### config.mk
export PLATFORM = sky130hd
export DESIGN_NAME = octal_dac_serial_command_port
export DESIGN_NICKNAME = d
export VERILOG_FILES = /design/src/design/octal_dac_serial_command_port.v /design/src/design/pin_sync.v /design/src/design/edge_find.v
export VERILOG_INCLUDE_DIRS = /design/src /design/src/design
export SDC_FILE = /design/constraint.sdc
export NUM_CORES = 1
export LEC_CHECK = 0
export ABC_AREA = 1
export BUFFER_PORTS_ARGS = -buffer_cell sky130_fd_sc_hd__buf_2
export CAP_MARGIN = 20
export CORE_MARGIN = 3
export CORE_UTILIZATION = 61
export DETAILED_ROUTE_END_ITERATION = 16
export GPL_TIMING_DRIVEN = 0
export HOLD_SLACK_MARGIN = 0.1
export MAX_ROUTING_LAYER = met4
export PLACE_DENSITY = 0.79
export SLEW_MARGIN = 20
export SYNTH_ARGS = -nofsm -noshare
export SYNTH_HDL_FRONTEND = slang
export SYNTH_SLANG_ARGS = --single-unit
### constraint.sdc
create_clock -name clk_sys -period 3.2 [get_ports clk_sys]
set_input_delay 0.32 -clock clk_sys [delete_from_list [all_inputs] [get_ports clk_sys]]
set_output_delay 0.32 -clock clk_sys [all_outputs]
set_load 0.05 [all_outputs]
### src/design/octal_dac_regs.vh
// constants for the octal dac serial command port
// assumes inclusion by bare name from design files
`ifndef OCTAL_DAC_REGS_VH
`define OCTAL_DAC_REGS_VH
`define WORD_BITS       16
`define CODE_BITS       8
`define CHANNELS        8
`define ADDR_MSB_POS    13
`define ADDR_LSB_POS    11
`define CTRL_MSB_POS    10
`define CTRL_LSB_POS    8
`define CODE_MSB_POS    7
`define CTRL_NOP        3'h0
`define CTRL_CLEAR      3'h1
`define CTRL_SHUTDOWN   3'h2
`define CTRL_PHASE      3'h3
`define CTRL_LOAD_SAME  3'h4
`define CTRL_LOAD_IN    3'h5
`define CTRL_LOAD_BOTH  3'h6
`define CTRL_LOAD_ALL   3'h7
`define CODE_ZERO       8'h00
`define MASK_ON         8'hFF
`define WORD_ZERO       16'h0000
`define CNT_ZERO        5'h00
`define CNT_FULL        5'h10
`endif

### src/design/octal_dac_serial_command_port.v
// serial command port and register file of an eight channel 8-bit dac
// assumes shift_clock, chip_select_n, serial_in, load_dac_n are pins, sampled by clk_sys
`include "octal_dac_regs.vh"
`timescale 1ns/1ns
`default_nettype none
module octal_dac_serial_command_port (
	input  wire        clk_sys,
	input  wire        rstn,
	input  wire        shift_clock,
	input  wire        chip_select_n,
	input  wire        serial_in,
	input  wire        load_dac_n,
	output reg         serial_out,
	output wire        serial_out_oe,
	output reg  [7:0]  out_a_a,
	output reg  [7:0]  out_b_b,
	output reg  [7:0]  out_c_c,
	output reg  [7:0]  out_d_d,
	output reg  [7:0]  out_e_e,
	output reg  [7:0]  out_f_f,
	output reg  [7:0]  out_g_g,
	output reg  [7:0]  out_h_h,
	output reg  [7:0]  buffer_enable,
	output reg         phase_mode,
	output reg         word_complete
);
	wire        sclk_s;
	wire        cs_n_s;
	wire        din_s;
	wire        load_dac_n_n_s;
	wire        sclk_rise;
	wire        sclk_fall;
	wire        cs_rise;
	wire        cs_fall;
	reg  [15:0] shift_reg;
	reg  [15:0] shift_next;
	reg  [4:0]  count_reg;
	reg  [7:0]  input_reg [0:7];
	reg  [7:0]  dac_reg   [0:7];
	reg  [7:0]  mask_reg;
	reg         phase_reg;
	reg         out_bit_reg;
	integer     i;

	wire [2:0]  addr_field = shift_reg[`ADDR_MSB_POS:`ADDR_LSB_POS];
	wire [2:0]  ctrl_field = shift_reg[`CTRL_MSB_POS:`CTRL_LSB_POS];
	wire [7:0]  code_field = shift_reg[`CODE_MSB_POS:0];
	wire        addr_field_msb = addr_field[2];

	pin_sync u_sync_sclk (
		.clk_sys      (clk_sys),
		.rstn         (rstn),
		.reset_level  (1'b0),
		.pin_in       (shift_clock),
		.pin_sync_out (sclk_s)
	);
	pin_sync u_sync_cs (
		.clk_sys      (clk_sys),
		.rstn         (rstn),
		.reset_level  (1'b1),
		.pin_in       (chip_select_n),
		.pin_sync_out (cs_n_s)
	);
	pin_sync u_sync_din (
		.clk_sys      (clk_sys),
		.rstn         (rstn),
		.reset_level  (1'b0),
		.pin_in       (serial_in),
		.pin_sync_out (din_s)
	);
	pin_sync u_sync_load_dac_n (
		.clk_sys      (clk_sys),
		.rstn         (rstn),
		.reset_level  (1'b1),
		.pin_in       (load_dac_n),
		.pin_sync_out (load_dac_n_n_s)
	);
	edge_find u_edge_sclk (
		.clk_sys    (clk_sys),
		.rstn       (rstn),
		.level_in   (sclk_s),
		.rise_pulse (sclk_rise),
		.fall_pulse (sclk_fall)
	);
	edge_find u_edge_cs (
		.clk_sys    (clk_sys),
		.rstn       (rstn),
		.level_in   (cs_n_s),
		.rise_pulse (cs_rise),
		.fall_pulse (cs_fall)
	);

	assign serial_out_oe = 1'b1;

	// shift register and bit counter
	always @* begin
		shift_next = {shift_reg[14:0], din_s};
	end

	always @(posedge clk_sys) begin
		if (!rstn) begin
			shift_reg   <= `WORD_ZERO;
			count_reg   <= `CNT_ZERO;
			out_bit_reg <= 1'b0;
			serial_out  <= 1'b0;
		end else begin
			if (cs_fall) begin
				count_reg <= `CNT_ZERO;
			end else if (!cs_n_s && sclk_rise) begin
				shift_reg <= shift_next;
				if (count_reg != `CNT_FULL) begin
					count_reg <= count_reg + 5'h01;
				end
				out_bit_reg <= shift_reg[15];
				if (phase_reg) begin
					serial_out <= shift_reg[15];
				end
			end
			if (!cs_n_s && sclk_fall && !phase_reg) begin
				serial_out <= out_bit_reg;
			end
		end
	end

	// command execution and register file
	always @(posedge clk_sys) begin
		if (!rstn) begin
			for (i = 0; i < `CHANNELS; i = i + 1) begin
				input_reg[i] <= `CODE_ZERO;
				dac_reg[i]   <= `CODE_ZERO;
			end
			mask_reg      <= `MASK_ON;
			phase_reg     <= 1'b0;
			word_complete <= 1'b0;
		end else begin
			word_complete <= 1'b0;
			if (cs_rise) begin
				word_complete <= (count_reg == `CNT_FULL);
				case (ctrl_field)
					`CTRL_NOP: begin
						mask_reg <= mask_reg;
					end
					`CTRL_CLEAR: begin
						for (i = 0; i < `CHANNELS; i = i + 1) begin
							input_reg[i] <= `CODE_ZERO;
							dac_reg[i]   <= `CODE_ZERO;
						end
						mask_reg <= `MASK_ON;
					end
					`CTRL_SHUTDOWN: begin
						mask_reg <= code_field;
					end
					`CTRL_PHASE: begin
						phase_reg <= addr_field_msb;
						for (i = 0; i < `CHANNELS; i = i + 1) begin
							dac_reg[i] <= input_reg[i];
						end
					end
					`CTRL_LOAD_SAME: begin
						for (i = 0; i < `CHANNELS; i = i + 1) begin
							dac_reg[i] <= code_field;
						end
						mask_reg <= `MASK_ON;
					end
					`CTRL_LOAD_IN: begin
						input_reg[addr_field] <= code_field;
						if (!load_dac_n_n_s) begin
							dac_reg[addr_field] <= code_field;
						end
					end
					`CTRL_LOAD_BOTH: begin
						input_reg[addr_field] <= code_field;
						dac_reg[addr_field]   <= code_field;
						mask_reg              <= `MASK_ON;
					end
					`CTRL_LOAD_ALL: begin
						for (i = 0; i < `CHANNELS; i = i + 1) begin
							dac_reg[i] <= input_reg[i];
						end
					end
					default: begin
						mask_reg <= mask_reg;
					end
				endcase
			end else if (!load_dac_n_n_s) begin
				for (i = 0; i < `CHANNELS; i = i + 1) begin
					dac_reg[i] <= input_reg[i];
				end
			end
		end
	end

	// outputs registered from the dac, mask and phase registers
	always @(posedge clk_sys) begin
		if (!rstn) begin
			out_a_a       <= `CODE_ZERO;
			out_b_b       <= `CODE_ZERO;
			out_c_c       <= `CODE_ZERO;
			out_d_d       <= `CODE_ZERO;
			out_e_e       <= `CODE_ZERO;
			out_f_f       <= `CODE_ZERO;
			out_g_g       <= `CODE_ZERO;
			out_h_h       <= `CODE_ZERO;
			buffer_enable <= `MASK_ON;
			phase_mode    <= 1'b0;
		end else begin
			out_a_a       <= dac_reg[0];
			out_b_b       <= dac_reg[1];
			out_c_c       <= dac_reg[2];
			out_d_d       <= dac_reg[3];
			out_e_e       <= dac_reg[4];
			out_f_f       <= dac_reg[5];
			out_g_g       <= dac_reg[6];
			out_h_h       <= dac_reg[7];
			buffer_enable <= mask_reg;
			phase_mode    <= phase_reg;
		end
	end
endmodule // octal_dac_serial_command_port
`default_nettype wire

### src/design/pin_sync.v
// two flip-flop synchroniser for one pin
// assumes the pin is asynchronous to clk_sys
`timescale 1ns/1ns
`default_nettype none
module pin_sync (
	input  wire clk_sys,
	input  wire rstn,
	input  wire reset_level,
	input  wire pin_in,
	output reg  pin_sync_out
);
	reg first_reg;
	always @(posedge clk_sys) begin
		if (!rstn) begin
			first_reg    <= reset_level;
			pin_sync_out <= reset_level;
		end else begin
			first_reg    <= pin_in;
			pin_sync_out <= first_reg;
		end
	end
endmodule // pin_sync
`default_nettype wire

### src/design/edge_find.v
// rise and fall pulses of a synchronised level
// assumes the input is already in the clk_sys domain
`timescale 1ns/1ns
`default_nettype none
module edge_find (
	input  wire clk_sys,
	input  wire rstn,
	input  wire level_in,
	output wire rise_pulse,
	output wire fall_pulse
);
	reg last_reg;
	always @(posedge clk_sys) begin
		if (!rstn) begin
			// follow the idle level so release makes no false edge
			last_reg <= level_in;
		end else begin
			last_reg <= level_in;
		end
	end
	assign rise_pulse = level_in & ~last_reg;
	assign fall_pulse = ~level_in & last_reg;
endmodule // edge_find
`default_nettype wire

### Word-level counts from Yosys, hierarchy flattened

Memories as Yosys holds them, arrays and structs flattened. A register that Yosys moved wholly into a read port is not among the register bits.
Index checks and enable logic that the tools add are counted.

* $add $sub $neg: 1
* equal/unequal tests: 10
* mux-type cells: 94
* bitwise gates (word level): 60
* reductions and logical operators: 26

Operator list (number)
* $mux 8: 52
* $or 1x1->1: 50
* $mux 1: 39
* $pmux 8 s2: 1
* $reduce_or 8->1: 2
* $eq 3x3->1 const B: 4
* $logic_not 1->1: 10
* $reduce_and 2->1: 5
* $eq 3x2->1 const B: 2
* $mux 3: 2
* $not 1->1: 6
* $reduce_bool 2->1: 3
* $add 5x1->5 const B: 1
* $eq 5x5->1 const B: 1
* $ne 5x5->1 const B: 1
* $and 1x1->1: 4
* $eq 3x1->1 const B: 1
* $logic_and 1x1->1: 3
* $reduce_and 3->1: 1
* $reduce_or 3->1: 1
* $ne 2x1->1 const B: 1
* $reduce_or 2->1: 1

* register bits: 52
* memory bits (writable): 128
* logic and storage cells: 212
* memories kept: 2

Memories
* dac_reg: words 8, bits a word 8, read ports 8, clocked after memory_dff 8, wr ports 8, RTL line octal_dac_serial_command_port.v:39 `reg [7:0] dac_reg [0:7];`
* input_reg: words 8, bits a word 8, read ports 8, clocked after memory_dff 0, wr ports 8, RTL line octal_dac_serial_command_port.v:38 `reg [7:0] input_reg [0:7];`

### Longest topological paths before layout

Gate-level depths: netlist of the first run.

* depth in word-level cells: 11
* depth in mapped cells: 11

### Cells and area by module

From an unflattened synthesis of the first run, not the netlist that was laid out.

* cells, all modules: 1147
* area, all modules: 10181.0 µm²

Modules (own cells, without submodules)
* octal_dac_serial_command_port: times used 1, cells each 1105, area each 9850.7 µm², seq. area each 5965.7 µm²
* pin_sync: times used 4, cells each 8, area each 65.1 µm², seq. area each 40.0 µm²
* edge_find: times used 2, cells each 5, area each 35.0 µm², seq. area each 20.0 µm²

### Worst setup path after synthesis of the first run

Ideal clock, no wire load.

* path type: reg-to-reg
* from: register u_sync_cs.pin_sync_out
* to: memory dac_reg[7][0], enable pin
* library setup time: 0.384 ns
* data arrival time: 1.768 ns
* slack: 1.047 ns
* cell stages (with the launch flop): 6
* clock period less this slack: 2.153 ns
* cells stage by stage: dfxtp_1 > nand4_4 > inv_1 > nand4_1 > buf_2 > o21ai_0

RTL lines
* start, declared: RTL line pin_sync.v:10 `output reg pin_sync_out`
* start signal, assigned: RTL line pin_sync.v:16 `pin_sync_out <= reset_level;`
* start signal, assigned: RTL line pin_sync.v:19 `pin_sync_out <= first_reg;`
* end, declared: RTL line octal_dac_serial_command_port.v:39

==> impl_results.md, run 1 <==
* Part of the power in registers at 52.1%
* Worst Tran Pin Value at 1080 ps
* Fraction of final layout cells with drive strength greater than 1 at 15.3%
* Clock-pin slew reported for the worst setup and hold paths after clock tree synthesis at about 60 ps
* Global-route wire length before repair at 36.2 mm
* Power density relative to cell area at 586 mW/mm2
* Period utilization at 85.4%
* Highest ir drop seen on vdd at 0.457 mV
* DRC violation count after routing at 0
* Net Count, Synth at 1060
* Buffers on Ports at 80
* Final clock skew at slightly below 10 ps
* Kind of start point of the critical path: register
* Number of design-rule violations left by the first detailed-router iteration at between 700 and 800
* Routed WL per cell at 16.7 um
* Register Area at ~0.0062 mm2
* Portion of total power attributed to the clock network at ~43%
* Root cell of the clock tree: sky130_fd_sc_hd__clkbuf_16
* Final min period at between 2000 and 3000 ps
* Switching part of the total at 21.5%
* Required time worst endpoint at 3290 ps
* GRT Total Usage at 27.3%
* EDFF count, synth at 128
* Largest driver fanout on the critical path at 8
* Max-slew headroom at 26.9%
* Area Growth Syn to Fin at 15.7%
* CTS tree: done
* Hold_sp: rstn
* Capture point of the worst reg-to-reg path: dac_reg[7][0]
* Leakage Power at 5.23 nW
* Primary flip-flop cell chosen by synthesis mapping: sky130_fd_sc_hd__edfxtp_1
* Final-report max-slew violation count at 0
* Share of the yosys chip area belonging to registers at 63.5%
* Unique cell type count in the Yosys netlist at 38
* Std cell rows at 45
* Final worst-path setup slack at 467 ps
* Layout net count at 1170
* Async set-or-reset flop fraction in the synthesized netlist at 0%
* Logic gate share of total power at around 4.8%
* Final number of setup-violating endpoints at 0
* Reg-to-reg setup timing slack at 470 ps
* Gate count after technology mapping at 1052
* Die Area at 0.0175 mm2
* Worst setup path category: reg -> reg
* Count of nets left with antenna violations after detail routing at 0
* Postcts setup bufs at 0
* RD Place Congestion at 0.960
* Number of synthesized register bits at 244
* X dimension of the die at ~130 um
* Number of H-tree levels at 1
* Top Ports at 82
* Vias in the first global route at 6774
* Cells on Worst Hold Path at 3
* Std-Cell Core Area at 0.0154 mm2
* Data arrival at the endpoint of the critical path at 2820 ps
* Final instance area at 0.0112 mm2
* Instance area at placement at 0.0104 mm2
* Number of warnings printed during yosys synthesis at 0
* Maximum number of pins on one net before global-route repair at 16
* CTS max path bufs at 3
* Worst min-delay path class: in -> reg
* Setup TNS after final layout at 0 ps
* Post-Synthesis Cell Area at 0.00971 mm2
* Power spent charging and discharging nets at 1.41 mW
* Share of the core filled with cells at 73.1%
* Count of cells along the worst register-to-register path at 6
* Commonest non-fill, non-tap cells in the layout: 353 x sky130_fd_sc_hd__nand2_1, 128 x sky130_fd_sc_hd__edfxtp_1, 116 x sky130_fd_sc_hd__dfxtp_1, 104 x sky130_fd_sc_hd__inv_1, 97 x sky130_fd_sc_hd__buf_2
* Effective utilization at floorplan at a little over three fifths
* Area taken by multi-input logic gates at 0.00287 mm2
* Most common library cell in the layout ignoring fill and taps: sky130_fd_sc_hd__nand2_1
* Via count at 7489
* Final wirelength at 23.2 mm
* Endpoint, Worst Hold: word_complete
* Unrepaired setup endpoints after global routing: false
* Outcome: complete, no violations
* Number of antenna violations at the first check in global routing at 0
* Average cell area after synthesis at 9.23 um2
* Diodes inserted at 0
* Filler cell count at around 1100
* Internal power consumption at 5.17 mW
* GRT overflow at 0
* Hold Vio Cnt, Final at 0
* Number of violations of the max-capacitance limit at 0
* Worst reg2reg startpoint: shift_reg[8]
* Critical Path Sink Type: register
* Highest clock rate at between 300 and 400 MHz
* Die Span Y at ~130 um
* Post-placement worst setup slack at 584 ps
* Final HPWL DP at 15.6 mm
* Total clock buffers created by CTS at 24
* Clk sink count at 244
* Average vias per placed instance at approximately 5.4
* Source-to-sink clock delay at the later pin of the worst-skew pair at a little over 500 ps
* Iteration count of the initial detailed-routing pass at 5
[final cells by class]
cell class	instances	area share, %
flip-flops and latches	244	54.9
multi-input cells	649	25.5
clock buffers	37	6.71
repair buffers	84	3.92
inverters	108	3.61
plain buffers	51	2.40
well taps	211	2.35
clock inverters	7	0.591
[worst max-delay path, cell delays in order, from the launching register on]
cell                      delay, ps
sky130_fd_sc_hd__dfxtp_1        350
sky130_fd_sc_hd__inv_1          130
sky130_fd_sc_hd__nand2_1        160
sky130_fd_sc_hd__nand2_1        150
sky130_fd_sc_hd__o21ai_2        160
sky130_fd_sc_hd__nor3_2         690
sky130_fd_sc_hd__o21ai_0        650
[power groups by stage]
stage	combinational, mW	clock [mW]	sequential, mW
after detailed placement	0.312	0	3.50
after global placement	0.309	0	3.49
after global routing	0.339	2.99	3.44
after floorplan	0.109	0	3.61
final	0.317	2.83	3.43
after CTS	0.317	2.86	3.43
[worst max-delay path by stage]
stage / from / endpoint / slack (ps) / cells after the start
2_1_floorplan: u_sync_cs.pin_sync_out / dac_reg[7][0] / 1050 / 5
3_3_place_gp: shift_reg[8] / dac_reg[6][3] / 510 / 6
3_5_place_dp: shift_reg[8] / dac_reg[7][2] / 580 / 6
4_1_cts: shift_reg[8] / dac_reg[7][5] / 570 / 6
5_1_grt: shift_reg[8] / dac_reg[7][5] / 430 / 6
6_report: shift_reg[8] / dac_reg[7][0] / 470 / 6
[synth_stat cells, types with 7 or more instances]
cell / instances / area (um2)
sky130_fd_sc_hd__inv_1: 104 / 390
sky130_fd_sc_hd__nand2_1: 353 / 1330
sky130_fd_sc_hd__dfxtp_1: 116 / 2320
sky130_fd_sc_hd__nor2_1: 96 / 360
sky130_fd_sc_hd__edfxtp_1: 128 / 3840
sky130_fd_sc_hd__o21ai_1: 7 / 35.0
sky130_fd_sc_hd__or2_2: 12 / 75.1
sky130_fd_sc_hd__clkbuf_1: 23 / 86.3
sky130_fd_sc_hd__nand3_1: 75 / 375
sky130_fd_sc_hd__a21oi_1: 26 / 130
sky130_fd_sc_hd__o21ai_0: 41 / 205
sky130_fd_sc_hd__buf_2: 17 / 85.1
[what timing repair did]
item / in CTS / in global routing
hold buffers: 4 / 0
gates resized for setup: 0 / 0
endpoints found under the hold margin: 4 / 0
[through the flow]
stage / instances / hold slack [ps] / power (mW)
detailed placement: 1343 / 356 / 3.81
finish: 1391 / 244 / 6.58
CTS: 1391 / 232 / 6.61
floorplan: 1052 / 331 / 3.72
global route: 1391 / 259 / 6.77
global placement: 1343 / 360 / 3.80
[cell families after synthesis]
family          count (synthesis)  share of synthesized area [%]
compound gates                 82                           4.59
xor+xnor                        1                         0.0903
simple gates                  563                           24.5
fa+ha+maj                       2                          0.258
flops                         244                           63.5
other cells                     1                         0.0386
buf+inv                       159                           6.95
[layer usage]
metal / wire length, um / GRT usage [%]
met2: 10800 / 43.2
met1: 8880 / 35.6
met5: 0 / -
met4: 880 / 10.2
met3: 2600 / 5.04
Note: power is estimated with default switching activity, not from simulation.
==> inputs of run 2 (changes only) <==
CELL_PAD_IN_SITES_DETAIL_PLACEMENT = 1   (was unset)
CELL_PAD_IN_SITES_GLOBAL_PLACEMENT = 1   (was unset)
CORE_UTILIZATION = 49   (was 61)
PLACE_DENSITY = 0.82   (was 0.79)
==> run 2 against run 1 <==
Net effect: first-iteration DRC count decreased by 6.9%; final cell count rose by 3.8%; sequential power hardly changed; hold slack worse by 37 ps; sequential share of layout area down 0.49 points; core utilization shrank 14 points; routed wire length grew 24%; largest power group unchanged.
==> impl_results.md, run 2 (synthesis gave the netlist of run 1 again) <==
* Total clock buffers created by CTS at 26
* Global-route wire length before repair at approximately 45 mm
* Internal power consumption at 5.24 mW
* Area Growth Syn to Fin at 16.7%
* Data arrival at the endpoint of the critical path at 2820 ps
* Largest driver fanout on the critical path at 8
* Dominant delay contributor by cell family on the critical path: simple AND/OR/NAND/NOR gates
* Maximum number of pins on one net before global-route repair at 15
* Part of the power in registers at 50.5%
* Diodes inserted at 0
* Via count at around 7800
* Setup TNS after final layout at 0 ps
* Worst setup path category: reg -> reg
* Leakage Power at 5.24 nW
* Final clock skew at 13.3 ps
* CTS tree: done
* Die Area at 0.0215 mm2
* Critical path origin: shift_reg[8]
* Hold_sp: rstn
* Die Span Y at 147 um
* Logic gate share of total power at 4.8%
* Number of violations of the max-capacitance limit at 0
* Fraction of final layout cells with drive strength greater than 1 at 15.5%
* Std cell rows at 50
* GRT Total Usage at 27.7%
* Worst min-delay path class: in -> reg
* Kind of start point of the critical path: register
* CTS max path bufs at 3
* Cell seen most often among critical-path stages: sky130_fd_sc_hd__nand2_1
* Period utilization at 83.9%
* CP peak stage delay at 740 ps
* Postcts setup bufs at 0
* X dimension of the die at 147 um
* Effective utilization at floorplan at about half
* Number of H-tree levels at 1
* Buffers on Ports at 80
* Layout net count at 1172
* Met1 demand-to-capacity share in global routing at 33.3%
* Std-Cell Core Area at ~0.019 mm2
* Number of buffer and inverter instances along the worst setup path at 1
* GR Util met3 at 3.24%
* Final HPWL DP at 19.0 mm
* Vias in the first global route at 8133
* Unrepaired setup endpoints after global routing: false
* Root cell of the clock tree: sky130_fd_sc_hd__clkbuf_16
* Outcome: complete, no violations
* Routed WL per cell at 19.9 um
* Clock-pin slew reported for the worst setup and hold paths after clock tree synthesis at 60 ps
* Filler cell count at 2220
* Power density relative to cell area at approximately 600 mW/mm2
* Final instance area at 0.0113 mm2
* Met2 track utilization from global routing at 48.4%
* Final min period at 2690 ps
* Source-to-sink clock delay at the later pin of the worst-skew pair at 540 ps
* Final-report max-slew violation count at 0
* Switching part of the total at approximately 23%
* Layer carrying the most global-route usage: met2
* Critical Path Sink Type: register
* Count of nets left with antenna violations after detail routing at 0
* Top Ports at slightly above 80
* Highest ir drop seen on vdd at 0.385 mV
* Most common library cell in the layout ignoring fill and taps: sky130_fd_sc_hd__nand2_1
* DRC violation count after routing at 0
* Final wirelength at 28.8 mm
* Power spent charging and discharging nets at 1.56 mW
* Instance area at placement at 0.0104 mm2
* Number of antenna violations at the first check in global routing at 0
* Worst Tran Pin Value at 985 ps
* Worst path slowest cell: sky130_fd_sc_hd__nor3_2
* Portion of total power attributed to the clock network at 44.6%
* Required time worst endpoint at 3340 ps
* Number of design-rule violations left by the first detailed-router iteration at 699
* Max-slew headroom at 34.3%
* Average vias per placed instance at 5.38
* Hold Vio Cnt, Final at 0
* Final number of setup-violating endpoints at 0
* Iteration count of the initial detailed-routing pass at 5
* Reg-to-reg setup timing slack at 510 ps
* RD Place Congestion at a little under 0.9
* Clk sink count at 244
* Highest clock rate at roughly 370 MHz
* Commonest non-fill, non-tap cells in the layout: 353 x sky130_fd_sc_hd__nand2_1, 128 x sky130_fd_sc_hd__edfxtp_1, 116 x sky130_fd_sc_hd__dfxtp_1, 104 x sky130_fd_sc_hd__inv_1, 97 x sky130_fd_sc_hd__buf_2
* Worst reg2reg startpoint: shift_reg[8]
* GRT overflow at 0
* Ordered cell list for the critical path: inv_1, nand2_1, nand2_1, o21ai_2, nor3_2, o21ai_1
run 2: cell count changes in the layout (fill, tap and decap cells not counted), sizes merged:
| cell | delta |
|---|---|
| inv | -2 |
| bufinv | +1 |
| clkinv | +2 |
| clkinvlp | +3 |
run 2: repair_timing:
item / in CTS / in global routing
hold endpoints to repair: 4 / 0
hold buffers: 4 / 0
resized for setup: 0 / 0
run 2: power by group through the flow:
stage	registers (mW)	logic [mW]	clock network (mW)
final	3.43	0.329	3.03
after global routing	3.44	0.352	3.20
after floorplan	3.61	0.109	0
after detailed placement	3.50	0.324	0
after global placement	3.49	0.315	0
after CTS	3.43	0.332	3.05
run 2: worst reg2reg max path, delay by kind of cell, from the launching register on:
family / cells / cell delay [ps]
buf+inv: 1 / 120
simple gates: 3 / 1050
compound gates: 2 / 760
flops: 1 / 350
run 2: path summary, 6_finish.rpt:
path,end,depth (start not counted)
max,dac_reg[3][5],6
min,word_complete,3
max reg2reg,dac_reg[3][5],6
min reg2reg,u_edge_sclk.last_reg,0
run 2: per-layer routing:
layer  vias to the layer above  part of all wire (%)
met4                         0                   3.9
li1                       3571                     -
met1                      3775                    38
met5                         -                     0
met3                        89                   6.8
met2                       337                    51
run 2: final cells by class:
cell class	instances	area [um2]	area share (%)
Timing Repair Buffer	84	440	3.89
Buffer	51	269	2.37
Tap cell	260	325	2.87
Clock buffer	37	743	6.56
Multi-Input combinational cell	649	2870	25.3
Sequential cell	244	6170	54.4
Inverter	108	405	3.58
Clock inverter	11	115	1.02
run 2: metrics by stage:
stage          worst slack, ps  hold slack, ps  instances  total power, mW  util, %
2_1_floorplan             1050             331       1052             3.72        -
3_3_place_gp               494             348       1392             3.81     54.7
3_5_place_dp               503             356       1392             3.82     54.7
4_1_cts                    469             198       1444             6.82     59.4
5_1_grt                    442             218       1444             6.99     59.4
6_report                   514             207       1444             6.80     59.4
==> inputs of run 3 (changes only) <==
CORE_UTILIZATION = 41   (was 49)
PLACE_DENSITY = 0.73   (was 0.82)
clock period = 2.4 ns   (was 3.2 ns; I/O delays follow)
==> run 3 against run 2 <==
Net effect: flip-flop and latch count stayed put; first-iteration DRC count down 16%; critical path depth increased by 2; clock-buffer cell count is 3 higher; cell area grew 1.0%; final cell count rose by 4.1%; hold slack worse by 63 ps; power up 32%; via count decreased by 3.2%; global-route usage fell by 5.5 points.
==> impl_results.md, run 3 (synthesis gave the netlist of run 1 again) <==
* Average vias per placed instance at 5.00
* Clk sink count at roughly 240
* Data arrival at the endpoint of the critical path at roughly 2400 ps
* Outcome: complete, no violations
* Vias in the first global route at about 7700
* Period utilization at a little over nine tenths
* Global-route wire length before repair at 43.2 mm
* Final HPWL DP at 18.7 mm
* Highest ir drop seen on vdd at 0.450 mV
* Routed WL per cell at 18.3 um
* Fraction of final layout cells with drive strength greater than 1 at 16.6%
* Critical Path Sink Type: register
* DRC violation count after routing at 0
* CTS max path bufs at 3
* Source-to-sink clock delay at the later pin of the worst-skew pair at ~540 ps
* CTS tree: done
* Clock-pin slew reported for the worst setup and hold paths after clock tree synthesis at 60 ps
* Number of antenna violations at the first check in global routing at 1
* Final clock skew at 19.0 ps
* Number of H-tree levels at 1
* Kind of start point of the critical path: register
* Area Growth Syn to Fin at 18.0%
* Buffers on Ports at 80
* Std-Cell Core Area at between 0.02 and 0.025 mm2
* Number of design-rule violations left by the first detailed-router iteration at between 500 and 600
* Root cell of the clock tree: sky130_fd_sc_hd__clkbuf_16
* Worst setup path category: reg -> reg
* Die Area at around 0.026 mm2
* Hold Worst Slack at 144 ps
* Most common library cell in the layout ignoring fill and taps: sky130_fd_sc_hd__nand2_1
* GRT Total Usage at approximately 22%
* Layout net count at 1176
* Final-report max-slew violation count at 0
* Required time worst endpoint at 2570 ps
* Unrepaired setup endpoints after global routing: false
* GRT overflow at 0
* Die Span Y at about 160 um
* X dimension of the die at 160 um
* RD Place Congestion at 0.871
* Effective utilization at floorplan at 42.4%
* Via count at between 7000 and 8000
* Final min period at 2260 ps
* Hold Vio Cnt, Final at 0
* Maximum number of pins on one net before global-route repair at 15
* Top Ports at 82
* Total clock buffers created by CTS at 27
* Worst min-delay path class: in -> reg
* Number of violations of the max-capacitance limit at 0
* Largest driver fanout on the critical path at 8
* Power density relative to cell area at 782 mW/mm2
* Post-placement worst setup slack at -368 ps
* Commonest non-fill, non-tap cells in the layout: 353 x sky130_fd_sc_hd__nand2_1, 128 x sky130_fd_sc_hd__edfxtp_1, 116 x sky130_fd_sc_hd__dfxtp_1, 104 x sky130_fd_sc_hd__inv_1, 97 x sky130_fd_sc_hd__buf_2
* Std cell rows at 55
* Max-slew headroom at 31.3%
* Count of nets left with antenna violations after detail routing at 0
* Worst Tran Pin Value at 1030 ps
* Final wirelength at 27.5 mm
* Highest clock rate at 443 MHz
* Leakage Power at ~5.3 nW
* Final worst-path setup slack at 144 ps
* Final number of setup-violating endpoints at 0
* Iteration count of the initial detailed-routing pass at 5
## run 3: cell types whose count changed in the layout (fill, tap and decap cells not counted), sizes merged
cell	change
buf	+3
bufinv	-2
clkinv	+2
clkbuf	+3
inv	+2
diode	+1
clkinvlp	-3
## run 3: timing repair
item / in CTS / in global routing
hold buffers: 4 / 0
gates resized for setup: 6 / 2
endpoints found under the hold margin: 4 / 0
setup endpoints to repair: 72 / 24
setup buffers: 0 / 3
pin swaps: 0 / 1
## run 3: path summary, 6_finish.rpt
check	from	to	slack, ps	depth (start not counted)
hold / removal	rstn	word_complete	140	3
setup / recovery	shift_reg[8]	dac_reg[3][0]	140	8
hold reg to reg	u_sync_sclk.pin_sync_out	u_edge_sclk.last_reg	360	0
setup reg to reg	shift_reg[8]	dac_reg[3][0]	140	8
## run 3: layout make-up
class / count / area (um2)
fillers: 2704 / 11500
flip-flops and latches: 244 / 6170
clock buffers: 40 / 795
plain buffers: 51 / 269
diodes: 1 / 2.50
inverters: 108 / 405
multi-input cells: 649 / 2890
repair buffers: 87 / 463
well taps: 313 / 392
clock inverters: 10 / 63.8
## run 3: critical path, stage by stage (launching register included)
cell	delay (ps)
sky130_fd_sc_hd__dfxtp_1	420
sky130_fd_sc_hd__inv_1	120
sky130_fd_sc_hd__nand2_1	180
sky130_fd_sc_hd__nand2_1	130
sky130_fd_sc_hd__o21ai_2	460
sky130_fd_sc_hd__nor3_4	80
sky130_fd_sc_hd__buf_4	170
sky130_fd_sc_hd__buf_4	140
sky130_fd_sc_hd__o21ai_2	200
## run 3: metrics by stage
stage          TNS (ps)  instance area [um2]  cells  utilization [%]  power (mW)
3_3_place_gp      -8080                10500   1445             45.8        5.08
4_1_cts               0                11400   1499             49.8        9.05
6_report              0                11400   1503             50.0        8.95
5_1_grt               0                11400   1503             50.0        9.28
3_5_place_dp     -11140                10500   1445             45.8        5.10
2_1_floorplan         0                 9710   1052                -        4.96
## run 3: per-layer routing
layer / part of all wire (%) / vias up / GRT usage, % / wire length [um]
met4: 3.5 / 0 / 7.89 / 954
li1: - / 3599 / - / -
met2: 47 / 250 / 36.2 / 13000
met3: 6.5 / 68 / 3.68 / 1800
met1: 43 / 3605 / 28.0 / 11700
met5: 0 / - / - / 0
## run 3: power by group
part | leakage, nW | internal, mW | switching (mW)
clock | 0.432 | 2.30 | 1.64
combinational | 2.57 | 0.0884 | 0.353
sequential | 2.28 | 4.53 | 0.0452
